==> src/verilog/tal_pkg.sv <==
// Package for the terminal address latch: widths, bit positions, modes.
// Assumes one clock domain and a synchronous active-high reset.
`default_nettype none
package tal_pkg;
    // Address and data field layout
    localparam int ADDR_W      = 5;  // Terminal address width
    localparam int DATA_ADDR_HI = 5;  // Data bit carrying address bit 4
    localparam int DATA_ADDR_LO = 1;  // Data bit carrying address bit 0
    localparam int DATA_PAR_BIT = 0;  // Data bit carrying parity
    // Reset values
    localparam logic [ADDR_W-1:0] ADDR_RST   = 5'h00;
    localparam logic              PARITY_RST = 1'h1; // Odd sum at reset
    localparam logic              SRC_RST    = 1'h0; // Pins by default

    // Address together with its parity bit
    typedef struct packed {
        logic [ADDR_W-1:0] addr;
        logic              parity;
    } tal_addr_type;

    // How the live address is being held
    typedef enum logic [1:0] {
        TAL_TRANSPARENT = 2'b00,  // Latch pin low, pins pass through
        TAL_HELD        = 2'b01   // Latch pin high, stored value used
    } tal_mode_type;
endpackage : tal_pkg
`default_nettype wire

==> src/verilog/tal_latch.sv <==
// Terminal address select, check and latch.
// Assumes pins come from outside the clock domain; host strobes are
// single-cycle pulses from logic on clk.
// Host config levels are held steady by the host side between writes.
`timescale 1ns/1ps
`default_nettype none
//
// Contract
// RULE_01: Source bit zero selects address pins
// RULE_02: Source bit one selects host data
// RULE_03: Even parity blocks non-broadcast responses
// RULE_04: Latch pin low passes pins through
// RULE_05: Latch pin rising edge captures pins
// RULE_06: Latch pin high updates only via sequence
// RULE_07: Sequence with pin source captures pins
// RULE_08: Data five..one address, zero parity
// RULE_09: Host enables, arms, then writes register five
// RULE_10: Host puts address in low six bits
// RULE_11: Pin source ignores write data bits
// RULE_12: Hold until next capture; reset clears source
module tal_latch
    import tal_pkg::*;
(
    // Clock and reset
    input  wire logic                clk,
    input  wire logic                rst,
    // Board address pins
    input  wire logic                term_addr_bit4_pin,
    input  wire logic                term_addr_bit3_pin,
    input  wire logic                term_addr_bit2_pin,
    input  wire logic                term_addr_bit1_pin,
    input  wire logic                term_addr_bit0_pin,
    input  wire logic                term_addr_parity_pin,
    input  wire logic                addr_latch_control_pin,
    // Host configuration bits, already registered on clk
    input  wire logic                addr_source_wr,      // Write strobe for source bit
    input  wire logic                addr_source_wdata,   // New source bit value
    input  wire logic                enhanced_mode_enable,
    input  wire logic                latch_on_cfg5_write,
    input  wire logic                cfg5_wr,             // Write strobe, register five
    input  wire logic [15:0]         cfg5_wdata,          // Data of that write
    // Results
    output logic                     addr_source_select,
    output logic [ADDR_W-1:0]        term_addr,
    output logic                     term_addr_parity,
    output logic                     addr_parity_ok,      // Odd sum, responds to non-broadcast
    output logic                     addr_captured        // Pulse on any capture
);
    // Pin synchronisers: first stage read only by second
    tal_addr_type pins_meta;   // First sync stage of the address pins
    tal_addr_type pins_sync;   // Second stage, the only reader of the first
    logic         lat_meta;    // First sync stage of the latch pin
    logic         lat_sync;    // Synchronised latch pin level
    logic         lat_prev;    // Latch pin one cycle back, for the edge
    // Stored address, source bit and capture pulse
    tal_addr_type held;        // Latched address and parity
    tal_addr_type next_held;   // Next latched value
    logic         src;         // Source bit, high selects host data
    logic         next_src;    // Next source bit
    logic         cap;         // Capture pulse register
    logic         next_cap;    // Next capture pulse
    // Selection
    tal_mode_type mode;        // Transparent or held
    tal_addr_type live;        // Address that the outputs follow
    tal_addr_type host_val;    // Address and parity unpacked from host data
    logic         rise;        // Synchronised latch pin went low to high
    logic         seq_hit;     // Fully armed register five write
    // Output stage
    tal_addr_type next_out;    // Next output address and parity
    logic         next_ok;     // Next odd-sum flag

    // Two-flop sync of every pin; the pins may move at any moment
    // Trade-off: two cycles of pin lag buy a metastability-safe address
    always_ff @(posedge clk) begin
        // Pin bundle in address-then-parity order
        pins_meta <= {term_addr_bit4_pin, term_addr_bit3_pin, term_addr_bit2_pin,
                      term_addr_bit1_pin, term_addr_bit0_pin, term_addr_parity_pin};
        pins_sync <= pins_meta;
        lat_meta  <= addr_latch_control_pin;
        lat_sync  <= lat_meta;
        if (rst) begin
            lat_prev <= 1'h1; // No false edge when pin is tied high at reset
        end else begin
            // Edge detector follows the synchronised level
            lat_prev <= lat_sync;
        end
    end

    // Next state of source bit, held address and capture pulse
    always_comb begin
        // Host data field split into address and parity
        host_val.addr   = cfg5_wdata[DATA_ADDR_HI:DATA_ADDR_LO]; // RULE_08
        host_val.parity = cfg5_wdata[DATA_PAR_BIT];              // RULE_08
        // Edge seen in the first cycle the synchronised level is high
        rise    = lat_sync & ~lat_prev;                          // RULE_05
        // Only a fully armed sequence latches; the arming order is the host's job
        seq_hit = lat_sync & enhanced_mode_enable & latch_on_cfg5_write & cfg5_wr; // RULE_06
        // Source bit changes only on its own write strobe
        next_src  = addr_source_wr ? addr_source_wdata : src;
        // Default: keep the latch and drop the pulse
        next_held = held;  // RULE_12
        next_cap  = 1'h0;
        if (rise) begin
            // Edge capture always takes the pins
            next_held = pins_sync;                               // RULE_05
            next_cap  = 1'h1;
        end else if (seq_hit) begin
            // Host sequence: the source bit picks data or pins
            if (src) begin
                next_held = host_val;                            // RULE_02
            end else begin
                // Write data bits are don't-care here
                next_held = pins_sync;                           // RULE_07 RULE_11
            end
            next_cap = 1'h1;
        end
    end

    // Register stage; reset returns the source to the pins
    always_ff @(posedge clk) begin
        if (rst) begin
            src  <= SRC_RST;                                     // RULE_12
            held <= '{addr: ADDR_RST, parity: PARITY_RST};
            cap  <= 1'h0;
        end else begin
            // Normal operation
            src  <= next_src;
            held <= next_held;
            cap  <= next_cap;
        end
    end

    // Mode and live address: low latch pin is transparent
    always_comb begin
        mode = lat_sync ? TAL_HELD : TAL_TRANSPARENT;
        case (mode)
            TAL_TRANSPARENT: live = pins_sync;                   // RULE_04 RULE_01
            TAL_HELD:        live = held;                        // RULE_06
            default:         live = held;  // Unused code falls back to the latch
        endcase
    end

    // Output next values: odd-sum flag follows the live address
    always_comb begin
        next_out = live;
        next_ok  = ^{live.addr, live.parity};                    // RULE_03
    end

    // Output registers; reset shows an address with odd parity
    always_ff @(posedge clk) begin
        if (rst) begin
            term_addr        <= ADDR_RST;
            term_addr_parity <= PARITY_RST;
            addr_parity_ok   <= ^{ADDR_RST, PARITY_RST};
        end else begin
            // Follow the live address one cycle later
            term_addr        <= next_out.addr;
            term_addr_parity <= next_out.parity;
            addr_parity_ok   <= next_ok;                         // RULE_03
        end
    end
    // Source bit and capture pulse straight from their flops
    assign addr_source_select = src;
    assign addr_captured      = cap;

    // Limitation: a latch pin pulse shorter than one clock may be missed,
    // since the edge is seen only on the synchronised level.
    // The outputs lag the held value by one cycle.

    // Checks on the address path
    AST_PARITY: assert property (@(posedge clk) disable iff (rst) // RULE_03
        addr_parity_ok == ^{term_addr, term_addr_parity})
        else $error("parity flag disagrees with address");
    AST_TRANSP: assert property (@(posedge clk) disable iff (rst) // RULE_04
        (!lat_sync && !$past(rst)) |=> {term_addr, term_addr_parity} == $past(pins_sync))
        else $error("transparent mode not passing pins");
    AST_EDGE: assert property (@(posedge clk) disable iff (rst) // RULE_05
        rise |=> held == $past(pins_sync) ##1 term_addr == $past(held.addr))
        else $error("rising edge did not capture pins");

    // Checks on the host sequence
    AST_HOST: assert property (@(posedge clk) disable iff (rst) // RULE_02
        (seq_hit && !rise && src) |=> held.addr == $past(cfg5_wdata[DATA_ADDR_HI:DATA_ADDR_LO]))
        else $error("host latch missed data bits");
    AST_HOSTPAR: assert property (@(posedge clk) disable iff (rst) // RULE_08
        (seq_hit && !rise && src) |=> held.parity == $past(cfg5_wdata[DATA_PAR_BIT]))
        else $error("host latch missed parity bit");
    AST_PINSEQ: assert property (@(posedge clk) disable iff (rst) // RULE_07
        (seq_hit && !rise && !src) |=> held == $past(pins_sync))
        else $error("pin-source latch wrong");
    AST_REFUSE: assert property (@(posedge clk) disable iff (rst) // RULE_06
        (cfg5_wr && !(lat_sync && enhanced_mode_enable && latch_on_cfg5_write) && !rise)
        |=> held == $past(held))
        else $error("unarmed register five write changed the latch");

    // Checks on holding, pulses and the source bit
    AST_HOLD: assert property (@(posedge clk) disable iff (rst) // RULE_12
        (!rise && !seq_hit) |=> held == $past(held))
        else $error("held address changed without capture");
    AST_RST: assert property (@(posedge clk) rst |=> !addr_source_select) // RULE_12
        else $error("source bit not cleared by reset");
    AST_HELDOUT: assert property (@(posedge clk) disable iff (rst) // RULE_06
        (lat_sync && $past(lat_sync) && !cap) |=> term_addr == $past(held.addr))
        else $error("held mode output not from latch");
    AST_CAP: assert property (@(posedge clk) disable iff (rst) // RULE_05
        (rise || seq_hit) |=> addr_captured)
        else $error("capture without capture pulse");
    AST_NOCAP: assert property (@(posedge clk) disable iff (rst) // RULE_12
        !(rise || seq_hit) |=> !addr_captured)
        else $error("capture pulse without capture");
    AST_SRCWR: assert property (@(posedge clk) disable iff (rst) // RULE_01
        addr_source_wr |=> addr_source_select == $past(addr_source_wdata))
        else $error("source bit write lost");
    AST_SRCHOLD: assert property (@(posedge clk) disable iff (rst) // RULE_12
        !addr_source_wr |=> $stable(addr_source_select))
        else $error("source bit changed without write");

    // Main scenarios
    COV_EDGE: cover property (@(posedge clk) disable iff (rst) rise);
    COV_HOST: cover property (@(posedge clk) disable iff (rst) seq_hit && src);
    COV_PINS: cover property (@(posedge clk) disable iff (rst) seq_hit && !src);
    COV_BAD:  cover property (@(posedge clk) disable iff (rst) !addr_parity_ok);
    COV_REFUSED: cover property (@(posedge clk) disable iff (rst) cfg5_wr && !seq_hit);
endmodule : tal_latch
`default_nettype wire

==> config.mk <==
export PLATFORM = sky130hd
export DESIGN_NAME = tal_latch
export DESIGN_NICKNAME = d
export VERILOG_FILES = /design/src/verilog/tal_pkg.sv /design/src/verilog/tal_latch.sv
export SDC_FILE = /design/constraint.sdc
export NUM_CORES = 1
export LEC_CHECK = 0
export BUFFER_PORTS_ARGS = -buffer_cell sky130_fd_sc_hd__buf_2
export CORE_MARGIN = 2
export CORE_UTILIZATION = 47
export CTS_CLUSTER_SIZE = 10
export DETAILED_ROUTE_END_ITERATION = 8
export GPL_ROUTABILITY_DRIVEN = 1
export PLACE_DENSITY = 0.77
export REMOVE_ABC_BUFFERS = 1
export SKIP_LAST_GASP = 1
export SLEW_MARGIN = 20
export SYNTH_ARGS = -nofsm -noshare
export SYNTH_HDL_FRONTEND = slang
export SYNTH_SLANG_ARGS = --single-unit
==> constraint.sdc <==
create_clock -name clk -period 1.99 [get_ports clk]
set_input_delay 0.199 -clock clk [delete_from_list [all_inputs] [get_ports clk]]
set_output_delay 0.199 -clock clk [all_outputs]
set_load 0.03 [all_outputs]
# Word-level counts from Yosys, hierarchy flattened
# Cells that the tools add are included.
[op_classes]
n_bitwise = 5
muxes = 7
n_reduce_logical = 3
[ops]
columns = ["operator", "n"]
rows = [
  ["6-bit two-way mux", 4],
  ["6-bit XOR reduction", 1],
  ["1-bit bitwise AND", 4],
  ["1-bit two-way mux", 3],
  ["2-bit zero test", 1],
  ["2-bit nonzero test", 1],
  ["1-bit NOT", 1],
]
[word_totals]
elab_cells = 29
regBits = 30
inputBits = 30

# Depth between registers and ports, before layout
# Gate-level depths: netlist of run 1.
[logic_depth]
depth_word = 5
depth_mapped = 6
depth_no_buf = 4

# Least setup slack after synthesis of run 1
# No wires, ideal clock.
[synth_path]
kind = "register to register"
from = "reg lat_sync"
to = "reg held[0] (netlist bit)"
slack_ns = 0.527
t_required_ns = 1.870
period_less_slack_ns = 1.463
stages_incl_launch_ff = 6
arrival_ns = 1.344
setup_ns = 0.120
n_path_buf = 1
path_cell_list = "dfxtp_1 > buf_6 > inv_8 > o21ai_4 > mux2_4 > a211o_1"
[synth_via]
elab_chain_len = 4
word_cells_on_any_way = 6
classes_between = "mux (1); bitwise (4); reduce/logical (1)"
[synth_lines]
columns = ["element", "line", "source"]
rows = [
  ["start: declaration", "tal_latch.sv:53", "logic lat_sync;"],
  ["start signal: assignment", "tal_latch.sv:80", "lat_sync <= lat_meta;"],
  ["1-bit bitwise AND (3 in a row)", "tal_latch.sv:97", "seq_hit = lat_sync & enhanced_mode_enable & latch_on_cfg5_write & cfg5_wr;"],
  ["2-bit nonzero test (no line)", "--", ""],
  ["end signal: assignment", "tal_latch.sv:123", "held <= '{addr: ADDR_RST, parity: PARITY_RST};"],
  ["end signal: assignment", "tal_latch.sv:128", "held <= next_held;"],
  ["end: declaration", "tal_latch.sv:56", "tal_addr_type held;"],
]
# Parallel ways exist; a longest one is shown, timed or not.
# A chain may end at the register's enable or synchronous reset.

# Worst setup path in the final report of run 1
# Ends and elaborated chain as after synthesis.

==> results of run 1 <==
synthesized netlist by cell type:
| master | instances |
|---|---|
| or2_2 | 1 |
| nor2b_1 | 2 |
| xnor2_1 | 2 |
| buf_2 | 1 |
| o21ai_4 | 1 |
| mux2_4 | 1 |
| mux2i_1 | 14 |
| dfxtp_1 | 30 |
| buf_6 | 1 |
| xor2_1 | 5 |
| nand3_1 | 1 |
| a211oi_2 | 5 |
| a211o_1 | 1 |
| a211o_2 | 1 |
| a21oi_2 | 1 |
| clkbuf_1 | 2 |
| nor2_1 | 13 |
| a211oi_1 | 2 |
| inv_8 | 1 |
| and2_2 | 1 |
cell type report:
class | instances | area [um2] | area share, %
Timing Repair Buffer | 38 | 233 | 17.1
Multi-Input combinational cell | 51 | 418 | 30.8
Clock inverter | 1 | 5.00 | 0.369
Inverter | 1 | 11.3 | 0.829
Sequential cell | 30 | 601 | 44.2
Clock buffer | 7 | 55.1 | 4.06
Tap cell | 28 | 35.0 | 2.58
worst max path at each step:
stage,to,slack [ns],cells after the start
floorplan,held[0]$_SDFFE_PP1P_,0.34,4
global placement,held[0]$_SDFFE_PP1P_,0.64,4
detailed placement,held[0]$_SDFFE_PP1P_,0.63,4
CTS,held[0]$_SDFFE_PP1P_,0.62,4
global route,held[5]$_SDFFE_PP0P_,0.50,5
finish,held[0]$_SDFFE_PP1P_,0.63,4
repair_timing:
action | CTS | global route
setup buffers | 0 | 0
hold buffers | 7 | 0
endpoints found under the hold margin | 7 | 0
cell families after synthesis:
group | Yosys count
XOR/XNOR | 7
multiplexers | 15
flip-flops | 30
AND/OR/NAND/NOR | 18
buffers and inverters | 5
AO/OA/AOI/OAI | 11
through the flow:
step	power (W)	hold WS, ns	setup slack [ns]
final	0.00119	0.112	0.627
after global routing	0.00126	0.126	0.501
after CTS	0.00121	0.100	0.620
after detailed placement	0.000838	0.303	0.632
after global placement	0.000833	0.301	0.639
after floorplan	0.000782	0.227	0.344
layer usage:
metal	wire (um)	part of all wire (%)	track usage (%)
met4	23	1.3	9.21
met3	114	6.6	8.77
met2	864	50	24.0
met5	0	0	0
met1	727	42	15.8
critical path, cell delays in order, from the launching register on:
cell     delay (ns)
dfxtp_1        0.44
inv_8          0.07
o21ai_4        0.16
mux2_4         0.32
a211o_1        0.28
flip-flops by register name, summed over array words and instances, names as in the netlist:
register / flops
addr_captured: 1
addr_parity_ok: 1
term_addr: 5
term_addr_parity: 1
lat_prev: 1
addr_source_select: 1
lat_sync: 1
held: 6
pins_meta: 6
pins_sync: 6
lat_meta: 1
where the power goes:
group	total [W]	internal (W)	switching, W
Clock	0.000359	0.000171	0.000189
Sequential	0.000659	0.000638	0.0000208
Combinational	0.000173	0.0000829	0.0000900
==> flow_metrics.env, run 1 <==
export IMPL_mostFrequentLayoutCells="30 x dfxtp_1, 28 x buf_2, 14 x mux2i_1"
export IMPL_grtUsageTotal_pct=15.3
export IMPL_stdcell_count=156
export IMPL_drv_cap=0
export IMPL_portBuffers=28
export IMPL_die_height_um=51.3
export IMPL_crit_path_start="lat_sync$_DFF_P_"
export IMPL_synth_largest_area_cell="dfxtp_1"
export IMPL_synth_xor_area_share_pct=5.82
export IMPL_ios=39
export IMPL_gp_congestion=0.749
export IMPL_worst_ep_required_time_ns=2.21
export IMPL_clk_latency_ns=0.32
export IMPL_fin_crit_sh_pct=68.5
export IMPL_grt_pass1_vias=658
export IMPL_syn_instance_count=86
export IMPL_grt_antenna_before_repair=0
export IMPL_setup_viol=0
export IMPL_via_count=727
export IMPL_synth_mux_area_share_pct=14.7
export IMPL_dr_pass1_iters=2
export IMPL_yosysSeqAreaShare_pct=57.0
export IMPL_fmax_mhz=734
export IMPL_syn_to_final_growth_pct=28.9
export IMPL_clk_pin_slew_ns=0.09
export IMPL_slew_violations=0
export IMPL_synthAdderAreaFrac_pct=0
export IMPL_synth_simple_area_share_pct=7.60
export IMPL_die_width_um=51.3
export IMPL_start_kind="flop"
export IMPL_crit_type="flop to flop"
export IMPL_final_util_pct=62.6
export IMPL_tightest_slew_ns=0.355
export IMPL_clock_sink_count=30
export IMPL_r2r_start="lat_sync$_DFF_P_"
export IMPL_yosys_register_bits=30
export IMPL_crit_fanout=7
export IMPL_initial_core_util_pct=48.6
export IMPL_cts_tree="done"
export IMPL_viasPerCell=4.66
export IMPL_mostFrequentLayoutCell="dfxtp_1"
export IMPL_skew_ns=0.0111
export IMPL_fillers=198
export IMPL_fin_tns_setup_ns=0
export IMPL_synthTopCellsByArea="dfxtp_1 57%, mux2i_1 13%, a211oi_2 5.9%"
export IMPL_hold_depth=3
export IMPL_clk_path_buf_depth=2
export IMPL_fin_nets=157
export IMPL_synth_compound_area_share_pct=11.5
export IMPL_hold_violations=0
export IMPL_h_tree_depth=2
export IMPL_worstSetupEndpointType="flop"
export IMPL_drc=0
export IMPL_diodes=0
export IMPL_hold_class="input port to flop"
export IMPL_p_leak_nw=0.644
export IMPL_placed_area_mm2=0.00123
export IMPL_cts_resized=0
export IMPL_synth_area_mm2=0.00105
export IMPL_dieArea_mm2=0.00264
export IMPL_fin_crit_ns=1.36
export IMPL_hold_end="addr_source_select$_SDFFE_PP0P_"
export IMPL_grt_max_degree=18
export IMPL_rr_worst_depth=4
export IMPL_holdCritStartpoint="addr_source_wdata"
export IMPL_post_drt_wl_per_cell_um=11.1
export IMPL_drtIter0Drc=6
export IMPL_core_area_mm2=0.00217
export IMPL_synth_avg_cell_area_um2=12.3
export IMPL_grt_pass1_wl_um=2730
export IMPL_rr_endpoint="held[0]$_SDFFE_PP1P_"
export IMPL_ir_drop_v=0.000574
export IMPL_grt_overflow=0
export IMPL_placed_cells=141
export IMPL_drive_above_1_share_pct=39.1
export IMPL_arrival_ns=1.58
export IMPL_drt_wl_total_um=1730
export IMPL_r2r_slack_ns=0.63
export IMPL_final_area_mm2=0.00136
export IMPL_cts_buffers=5
export IMPL_rsz0062_at_grt="false"
export IMPL_ant_nets=0
export IMPL_power_density_mw_per_mm2=878
export IMPL_yosysTopAreaCellShare_pct=57.0
export IMPL_yosys_warnings=0
export IMPL_cts_root_buf="clkbuf_4"
export IMPL_relSlewSlack_pct=76.4
export IMPL_synth_distinct_cells=20
export IMPL_status="completed"
export IMPL_place_hpwl_um=1160
export IMPL_rows=17
export IMPL_synth_top_family_by_area="multiplexers"
(Power assumes the default switching activity.)
==> run 2: changes to the inputs <==
- ABC_AREA: unset -> 1
- clock period: 1.99 -> 1.32 ns (I/O delays scaled with it)
==> run 2 against run 1 <==
Compared with the run above: sequential power increased by 49%; first-iteration DRC count increased to 3.5 times the previous value; critical endpoint is now held[5]$_SDFFE_PP0P_; critical path depth increased by 2; synthesized cell count increased by 56%; worst setup slack got worse by 0.52 ns; register-to-register slack got worse by 0.52 ns; clock skew decreased by 0.0050 ns; global-route usage increased by 3.0 points; die area decreased by 0.12%.
==> flow_metrics.env, run 2 <==
export IMPL_post_cts_setup_buffer_count=0
export IMPL_grt_max_degree=12
export IMPL_grt_pass1_vias=854
export IMPL_ys_async_sr_fraction_pct=0
export IMPL_final_area_mm2=0.00139
export IMPL_relSlewSlack_pct=81.3
export IMPL_ir_drop_v=0.000975
export IMPL_skew_ns=0.00614
export IMPL_cts_buffers=5
export IMPL_worst_ep_required_time_ns=1.53
export IMPL_r2r_start="lat_sync$_DFF_P_"
export IMPL_arrival_ns=1.43
export IMPL_gp_congestion=0.774
export IMPL_dp_slack_ns=0.0350
export IMPL_power_density_mw_per_mm2=1250
export IMPL_synth_flop_cell="dfxtp_1"
export IMPL_start_kind="flop"
export IMPL_ant_nets=0
export IMPL_status="completed"
export IMPL_drt_wl_total_um=2140
export IMPL_die_width_um=51.3
export IMPL_crit_type="flop to flop"
export IMPL_rsz0062_at_grt="false"
export IMPL_diodes=0
export IMPL_yosys_register_bits=30
export IMPL_synth_edf_count=0
export IMPL_p_int_w=0.00127
export IMPL_fin_crit_sh_pct=92.1
export IMPL_cts_tree="done"
export IMPL_mostFrequentLayoutCell="nand2_1"
export IMPL_p_switching_w=0.000466
export IMPL_synth_distinct_cells=15
export IMPL_clk_latency_ns=0.32
export IMPL_grtUsageTotal_pct=18.3
export IMPL_yosys_top_cells_count="46 x nand2_1, 30 x dfxtp_1, 15 x inv_1"
export IMPL_fmax_mhz=822
export IMPL_clock_sink_count=30
export IMPL_worstSetupEndpointType="flop"
export IMPL_drv_cap=0
export IMPL_grt_antenna_before_repair=0
export IMPL_synthTopCellsByArea="dfxtp_1 57%, nand2_1 16%, inv_1 5.4%"
export IMPL_place_hpwl_um=1500
export IMPL_hold_depth=3
export IMPL_setup_viol=0
export IMPL_fin_crit_ns=1.22
export IMPL_ios=39
export IMPL_viasPerCell=4.69
export IMPL_dieArea_mm2=0.00263
export IMPL_top_regs="held x6, pins_meta x6, pins_sync x6"
export IMPL_hold_violations=0
export IMPL_die_height_um=51.3
export IMPL_synth_area_mm2=0.00105
export IMPL_rr_endpoint="held[5]$_SDFFE_PP0P_"
export IMPL_syn_to_final_growth_pct=32.0
export IMPL_slew_violations=0
export IMPL_initial_core_util_pct=48.5
export IMPL_drc=0
export IMPL_drtIter0Drc=21
export IMPL_tightest_slew_ns=0.279
export IMPL_rows=17
export IMPL_final_util_pct=64.0
export IMPL_clk_pin_slew_ns=0.08
export IMPL_layout_setup_ws_ns=0.104
export IMPL_h_tree_depth=2
export IMPL_placed_area_mm2=0.00125
export IMPL_syn_instance_count=134
export IMPL_holdCritStartpoint="addr_source_wdata"
export IMPL_grt_overflow=0
export IMPL_clk_path_buf_depth=2
export IMPL_p_sw_share_pct=26.8
export IMPL_core_area_mm2=0.00217
export IMPL_drive_above_1_share_pct=25.8
export IMPL_grt_pass1_wl_um=3410
export IMPL_portBuffers=28
export IMPL_hold_class="input port to flop"
export IMPL_rr_worst_depth=6
export IMPL_hold_slack_ns=0.0416
export IMPL_seq_power_share_pct=56.7
export IMPL_yosysSeqAreaShare_pct=57.1
export IMPL_p_clk_share_pct=27.9
export IMPL_via_count=966
export IMPL_mostFrequentLayoutCells="44 x nand2_1, 29 x dfxtp_1, 28 x buf_2"
export IMPL_dr_pass1_iters=4
export IMPL_yosysTopAreaCellShare_pct=57.1
export IMPL_cts_root_buf="clkbuf_4"
export IMPL_fin_nets=208
export IMPL_yosys_warnings=0
export IMPL_p_leak_nw=0.706
export IMPL_hold_end="addr_source_select$_SDFFE_PP0P_"
export IMPL_yosysMostFrequentCell="nand2_1"
export IMPL_synth_avg_cell_area_um2=7.85
export IMPL_synth_largest_area_cell="dfxtp_1"
export IMPL_r2r_slack_ns=0.10
export IMPL_crit_fanout=8
export IMPL_pwr_share_comb_pct=15.4
export IMPL_finalPower_w=0.00174
export IMPL_post_drt_wl_per_cell_um=10.4
==> run 2: cell count changes after synthesis, sizes merged, moves of 5 or more <==
cell and change:
inv +16, a21oi +10, a211oi -7, nand2 +47, xor2 -5, nor2 -7, mux2i -14, nand3 +7
o21ai +7
==> run 2: critical path: stages, from the launching register on <==
cell	delay [ns]
dfxtp_4	0.38
inv_2	0.04
or2_1	0.27
o21ai_4	0.13
inv_2	0.10
a21oi_1	0.12
a21oi_1	0.08
==> run 2: final cells by class <==
cell class	count	area [um2]
multi-input combinational	83	374
timing repair buffer	40	263
fill	203	781
clock buffer	7	45.0
inverter	18	67.6
sequential	30	604
tap	28	35.0
==> run 2: per-layer routing <==
| metal | vias to the layer above | wire length [um] | global-route usage [%] |
|---|---|---|---|
| li1 | 502 | - | - |
| met1 | 419 | 868 | 17.9 |
| met2 | 36 | 1040 | 30.7 |
| met3 | 9 | 160 | 8.48 |
| met4 | 0 | 72 | 12.3 |
| met5 | - | 0 | 0 |
==> run 2: what timing repair did <==
| item | in CTS | in global routing |
|---|---|---|
| endpoints found under the setup margin | 0 | 7 |
| resized for setup | 0 | 7 |
| hold buffers | 8 | 0 |
| hold endpoints to repair | 8 | 0 |
==> run 2: power groups by stage <==
stage	Clock (W)	Combinational, W	Sequential (W)
floorplan	0	0.000112	0.00105
global placement	0	0.000236	0.00100
detailed placement	0	0.000244	0.00101
CTS	0.000505	0.000263	0.000986
global route	0.000535	0.000296	0.000991
finish	0.000485	0.000267	0.000985
==> run 2: cells by family (layout without fill, tap and decap cells) <==
group	count (synthesis)	count (layout)	synth area share [%]
AND/OR/NAND/NOR	62	62	23.5
flip-flops	30	30	57.1
AO/OA/AOI/OAI	21	21	11.5
buffers and inverters	21	65	7.85
==> run 2: worst max-delay path by stage <==
stage,start,slack (ns),end
after floorplan,lat_sync$_DFF_P_,-0.12,held[0]$_SDFFE_PP1P_
after global placement,lat_sync$_DFF_P_,0.07,held[5]$_SDFFE_PP0P_
after detailed placement,lat_sync$_DFF_P_,0.04,addr_parity_ok$_SDFF_PP1_
after CTS,lat_sync$_DFF_P_,0.01,addr_parity_ok$_SDFF_PP1_
after global routing,lat_sync$_DFF_P_,0.0001,addr_parity_ok$_SDFF_PP1_
final,lat_sync$_DFF_P_,0.10,held[5]$_SDFFE_PP0P_
==> run 2: per-stage QoR <==
stage / TNS (ns) / instances
global placement: 0 / 191
finish: 0 / 206
detailed placement: 0 / 191
CTS: 0 / 206
floorplan: -0.718 / 131
global route: 0 / 206
==> run 3: changes to the inputs <==
- ABC_AREA: 1 -> 0
==> run 3 against run 2 <==
Compared with the run above: worst setup slack lost 0.069 ns; via count down 25%; critical path type unchanged; clock skew decreased by 0.0011 ns; critical endpoint is now held[0]$_SDFFE_PP1P_; largest cell class unchanged; flip-flop and latch count unchanged; core utilization rose by 0.63 points; clock power up 50%; global-route usage is 2.4 points lower; final cell count is 23% lower; cell area increased by 0.99%; register-to-register slack got worse by 0.07 ns.
==> flow_metrics.env, run 3 (synthesized netlist as in run 1, its figures left out) <==
export IMPL_start_kind="flop"
export IMPL_dieArea_mm2=0.00264
export IMPL_fmax_mhz=778
export IMPL_grt_pass1_wl_um=2820
export IMPL_hold_violations=0
export IMPL_met2_length_um=940
export IMPL_seq_power_share_pct=50.0
export IMPL_crit_path_start="lat_sync$_DFF_P_"
export IMPL_ant_nets=0
export IMPL_placed_area_mm2=0.00124
export IMPL_p_switching_w=0.000500
export IMPL_crit_chain="inv_8 -> o21ai_4 -> mux2_4 -> a211o_1"
export IMPL_pwr_share_comb_pct=13.5
export IMPL_drt_met1_wl_um=734
export IMPL_r2r_slack_ns=0.03
export IMPL_status="completed"
export IMPL_grt_max_degree=18
export IMPL_wl_met3_um=113
export IMPL_rows=17
export IMPL_final_util_pct=64.6
export IMPL_slowest_stage="dfxtp_4"
export IMPL_crit_fanout=2
export IMPL_clk_pin_slew_ns=0.10
export IMPL_layout_setup_ws_ns=0.0349
export IMPL_post_cts_setup_buffer_count=0
export IMPL_final_area_mm2=0.00140
export IMPL_post_drt_wl_per_cell_um=11.6
export IMPL_crit_type="flop to flop"
export IMPL_drtIter0Drc=20
export IMPL_setup_viol=0
export IMPL_syn_to_final_growth_pct=33.1
export IMPL_p_leak_nw=0.657
export IMPL_clock_sink_count=30
export IMPL_drive_above_1_share_pct=41.5
export IMPL_viasPerCell=4.56
export IMPL_worstSetupEndpointType="flop"
export IMPL_grtUsageTotal_pct=15.9
export IMPL_p_sw_share_pct=25.1
export IMPL_fin_crit_ns=1.29
export IMPL_maxUsedRoutingLayer="met4"
export IMPL_via_count=720
export IMPL_place_hpwl_um=1280
export IMPL_die_height_um=51.3
export IMPL_cts_buffers=5
export IMPL_ir_drop_v=0.00106
export IMPL_gp_congestion=0.733
export IMPL_p_clk_share_pct=36.5
export IMPL_arrival_ns=1.52
export IMPL_tightest_slew_ns=0.357
export IMPL_fin_nets=159
export IMPL_ios=39
export IMPL_finalPower_w=0.00199
export IMPL_cts_root_buf="clkbuf_4"
export IMPL_path_depth=4
export IMPL_placed_cells=143
export IMPL_slew_violations=0
export IMPL_crit_family="compound AO/OA/AOI/OAI gates"
export IMPL_hold_class="input port to flop"
export IMPL_crit_buf_inv=1
export IMPL_dp_slack_ns=-0.0207
export IMPL_drc=0
export IMPL_dr_pass1_iters=2
export IMPL_stdcell_count=158
export IMPL_grt_overflow=0
export IMPL_drt_wl_total_um=1840
export IMPL_clk_path_buf_depth=2
export IMPL_die_width_um=51.3
export IMPL_mostFrequentLayoutCell="dfxtp_1"
export IMPL_critPathMaxStageDelay_ns=0.39
export IMPL_core_area_mm2=0.00217
export IMPL_relSlewSlack_pct=76.2
export IMPL_diodes=0
export IMPL_portBuffers=28
export IMPL_top_regs="held x6, pins_meta x6, pins_sync x6"
export IMPL_r2r_start="lat_sync$_DFF_P_"
export IMPL_rsz0062_at_grt="false"
export IMPL_skew_ns=0.00505
export IMPL_rr_worst_depth=4
export IMPL_clk_latency_ns=0.34
export IMPL_drv_cap=0
export IMPL_cts_tree="done"
export IMPL_p_int_w=0.00149
export IMPL_worst_ep_required_time_ns=1.55
export IMPL_hold_depth=3
export IMPL_mostFrequentLayoutCells="29 x dfxtp_1, 28 x buf_2, 14 x mux2i_1"
export IMPL_holdCritStartpoint="addr_source_wdata"
export IMPL_grt_pass1_vias=695
export IMPL_power_density_mw_per_mm2=1420
export IMPL_grt_antenna_before_repair=0
export IMPL_h_tree_depth=2
export IMPL_initial_core_util_pct=48.6
export IMPL_fin_crit_sh_pct=97.4
-- run 3: what timing repair did --
action / CTS / global route
hold buffers: 7 / 0
endpoints found under the setup margin: 3 / 3
endpoints found under the hold margin: 7 / 0
resized for setup: 1 / 2
-- run 3: final cells by class --
type,instances,area [um2]
Fill cell,185,767
Inverter,1,11.3
Multi-Input combinational cell,51,418
Tap cell,28,35.0
Sequential cell,30,604
Timing Repair Buffer,40,251
Clock buffer,5,37.5
Clock inverter,3,45.0
-- run 3: per-stage QoR --
step / hold WS (ns) / setup TNS, ns
6_report: 0.0473 / 0
5_1_grt: 0.0529 / 0
4_1_cts: 0.0465 / 0
3_5_place_dp: 0.236 / -0.0207
2_1_floorplan: 0.160 / -0.887
3_3_place_gp: 0.234 / -0.00533
-- run 3: power groups by stage --
stage          sequential, W  combinational [W]  clock [W]
3_3_place_gp         0.00101           0.000245          0
5_1_grt              0.00100           0.000287   0.000797
2_1_floorplan        0.00106           0.000119          0
3_5_place_dp         0.00102           0.000251          0
6_report            0.000995           0.000268   0.000727
4_1_cts             0.000997           0.000269   0.000751
-- run 3: routing by layer --
| layer | up-vias | track usage (%) |
|---|---|---|
| li1 | 375 | - |
| met1 | 320 | 14.2 |
| met2 | 19 | 27.3 |
| met3 | 6 | 9.65 |
| met4 | 0 | 9.21 |
| met5 | - | 0 |
-- run 3: worst reg2reg max path: cells and delay by family, from the launching register on --
family | cells | cell delay, ns
AOI/OAI and AO/OA | 2 | 0.45
buffers and inverters | 1 | 0.03
muxes | 1 | 0.31
DFF | 1 | 0.39
-- run 3: final timing paths --
kind                                                        end
worst max-delay path                       held[0]$_SDFFE_PP1P_
worst max register to register             held[0]$_SDFFE_PP1P_
worst min register to register                 lat_sync$_DFF_P_
worst min-delay path            addr_source_select$_SDFFE_PP0P_
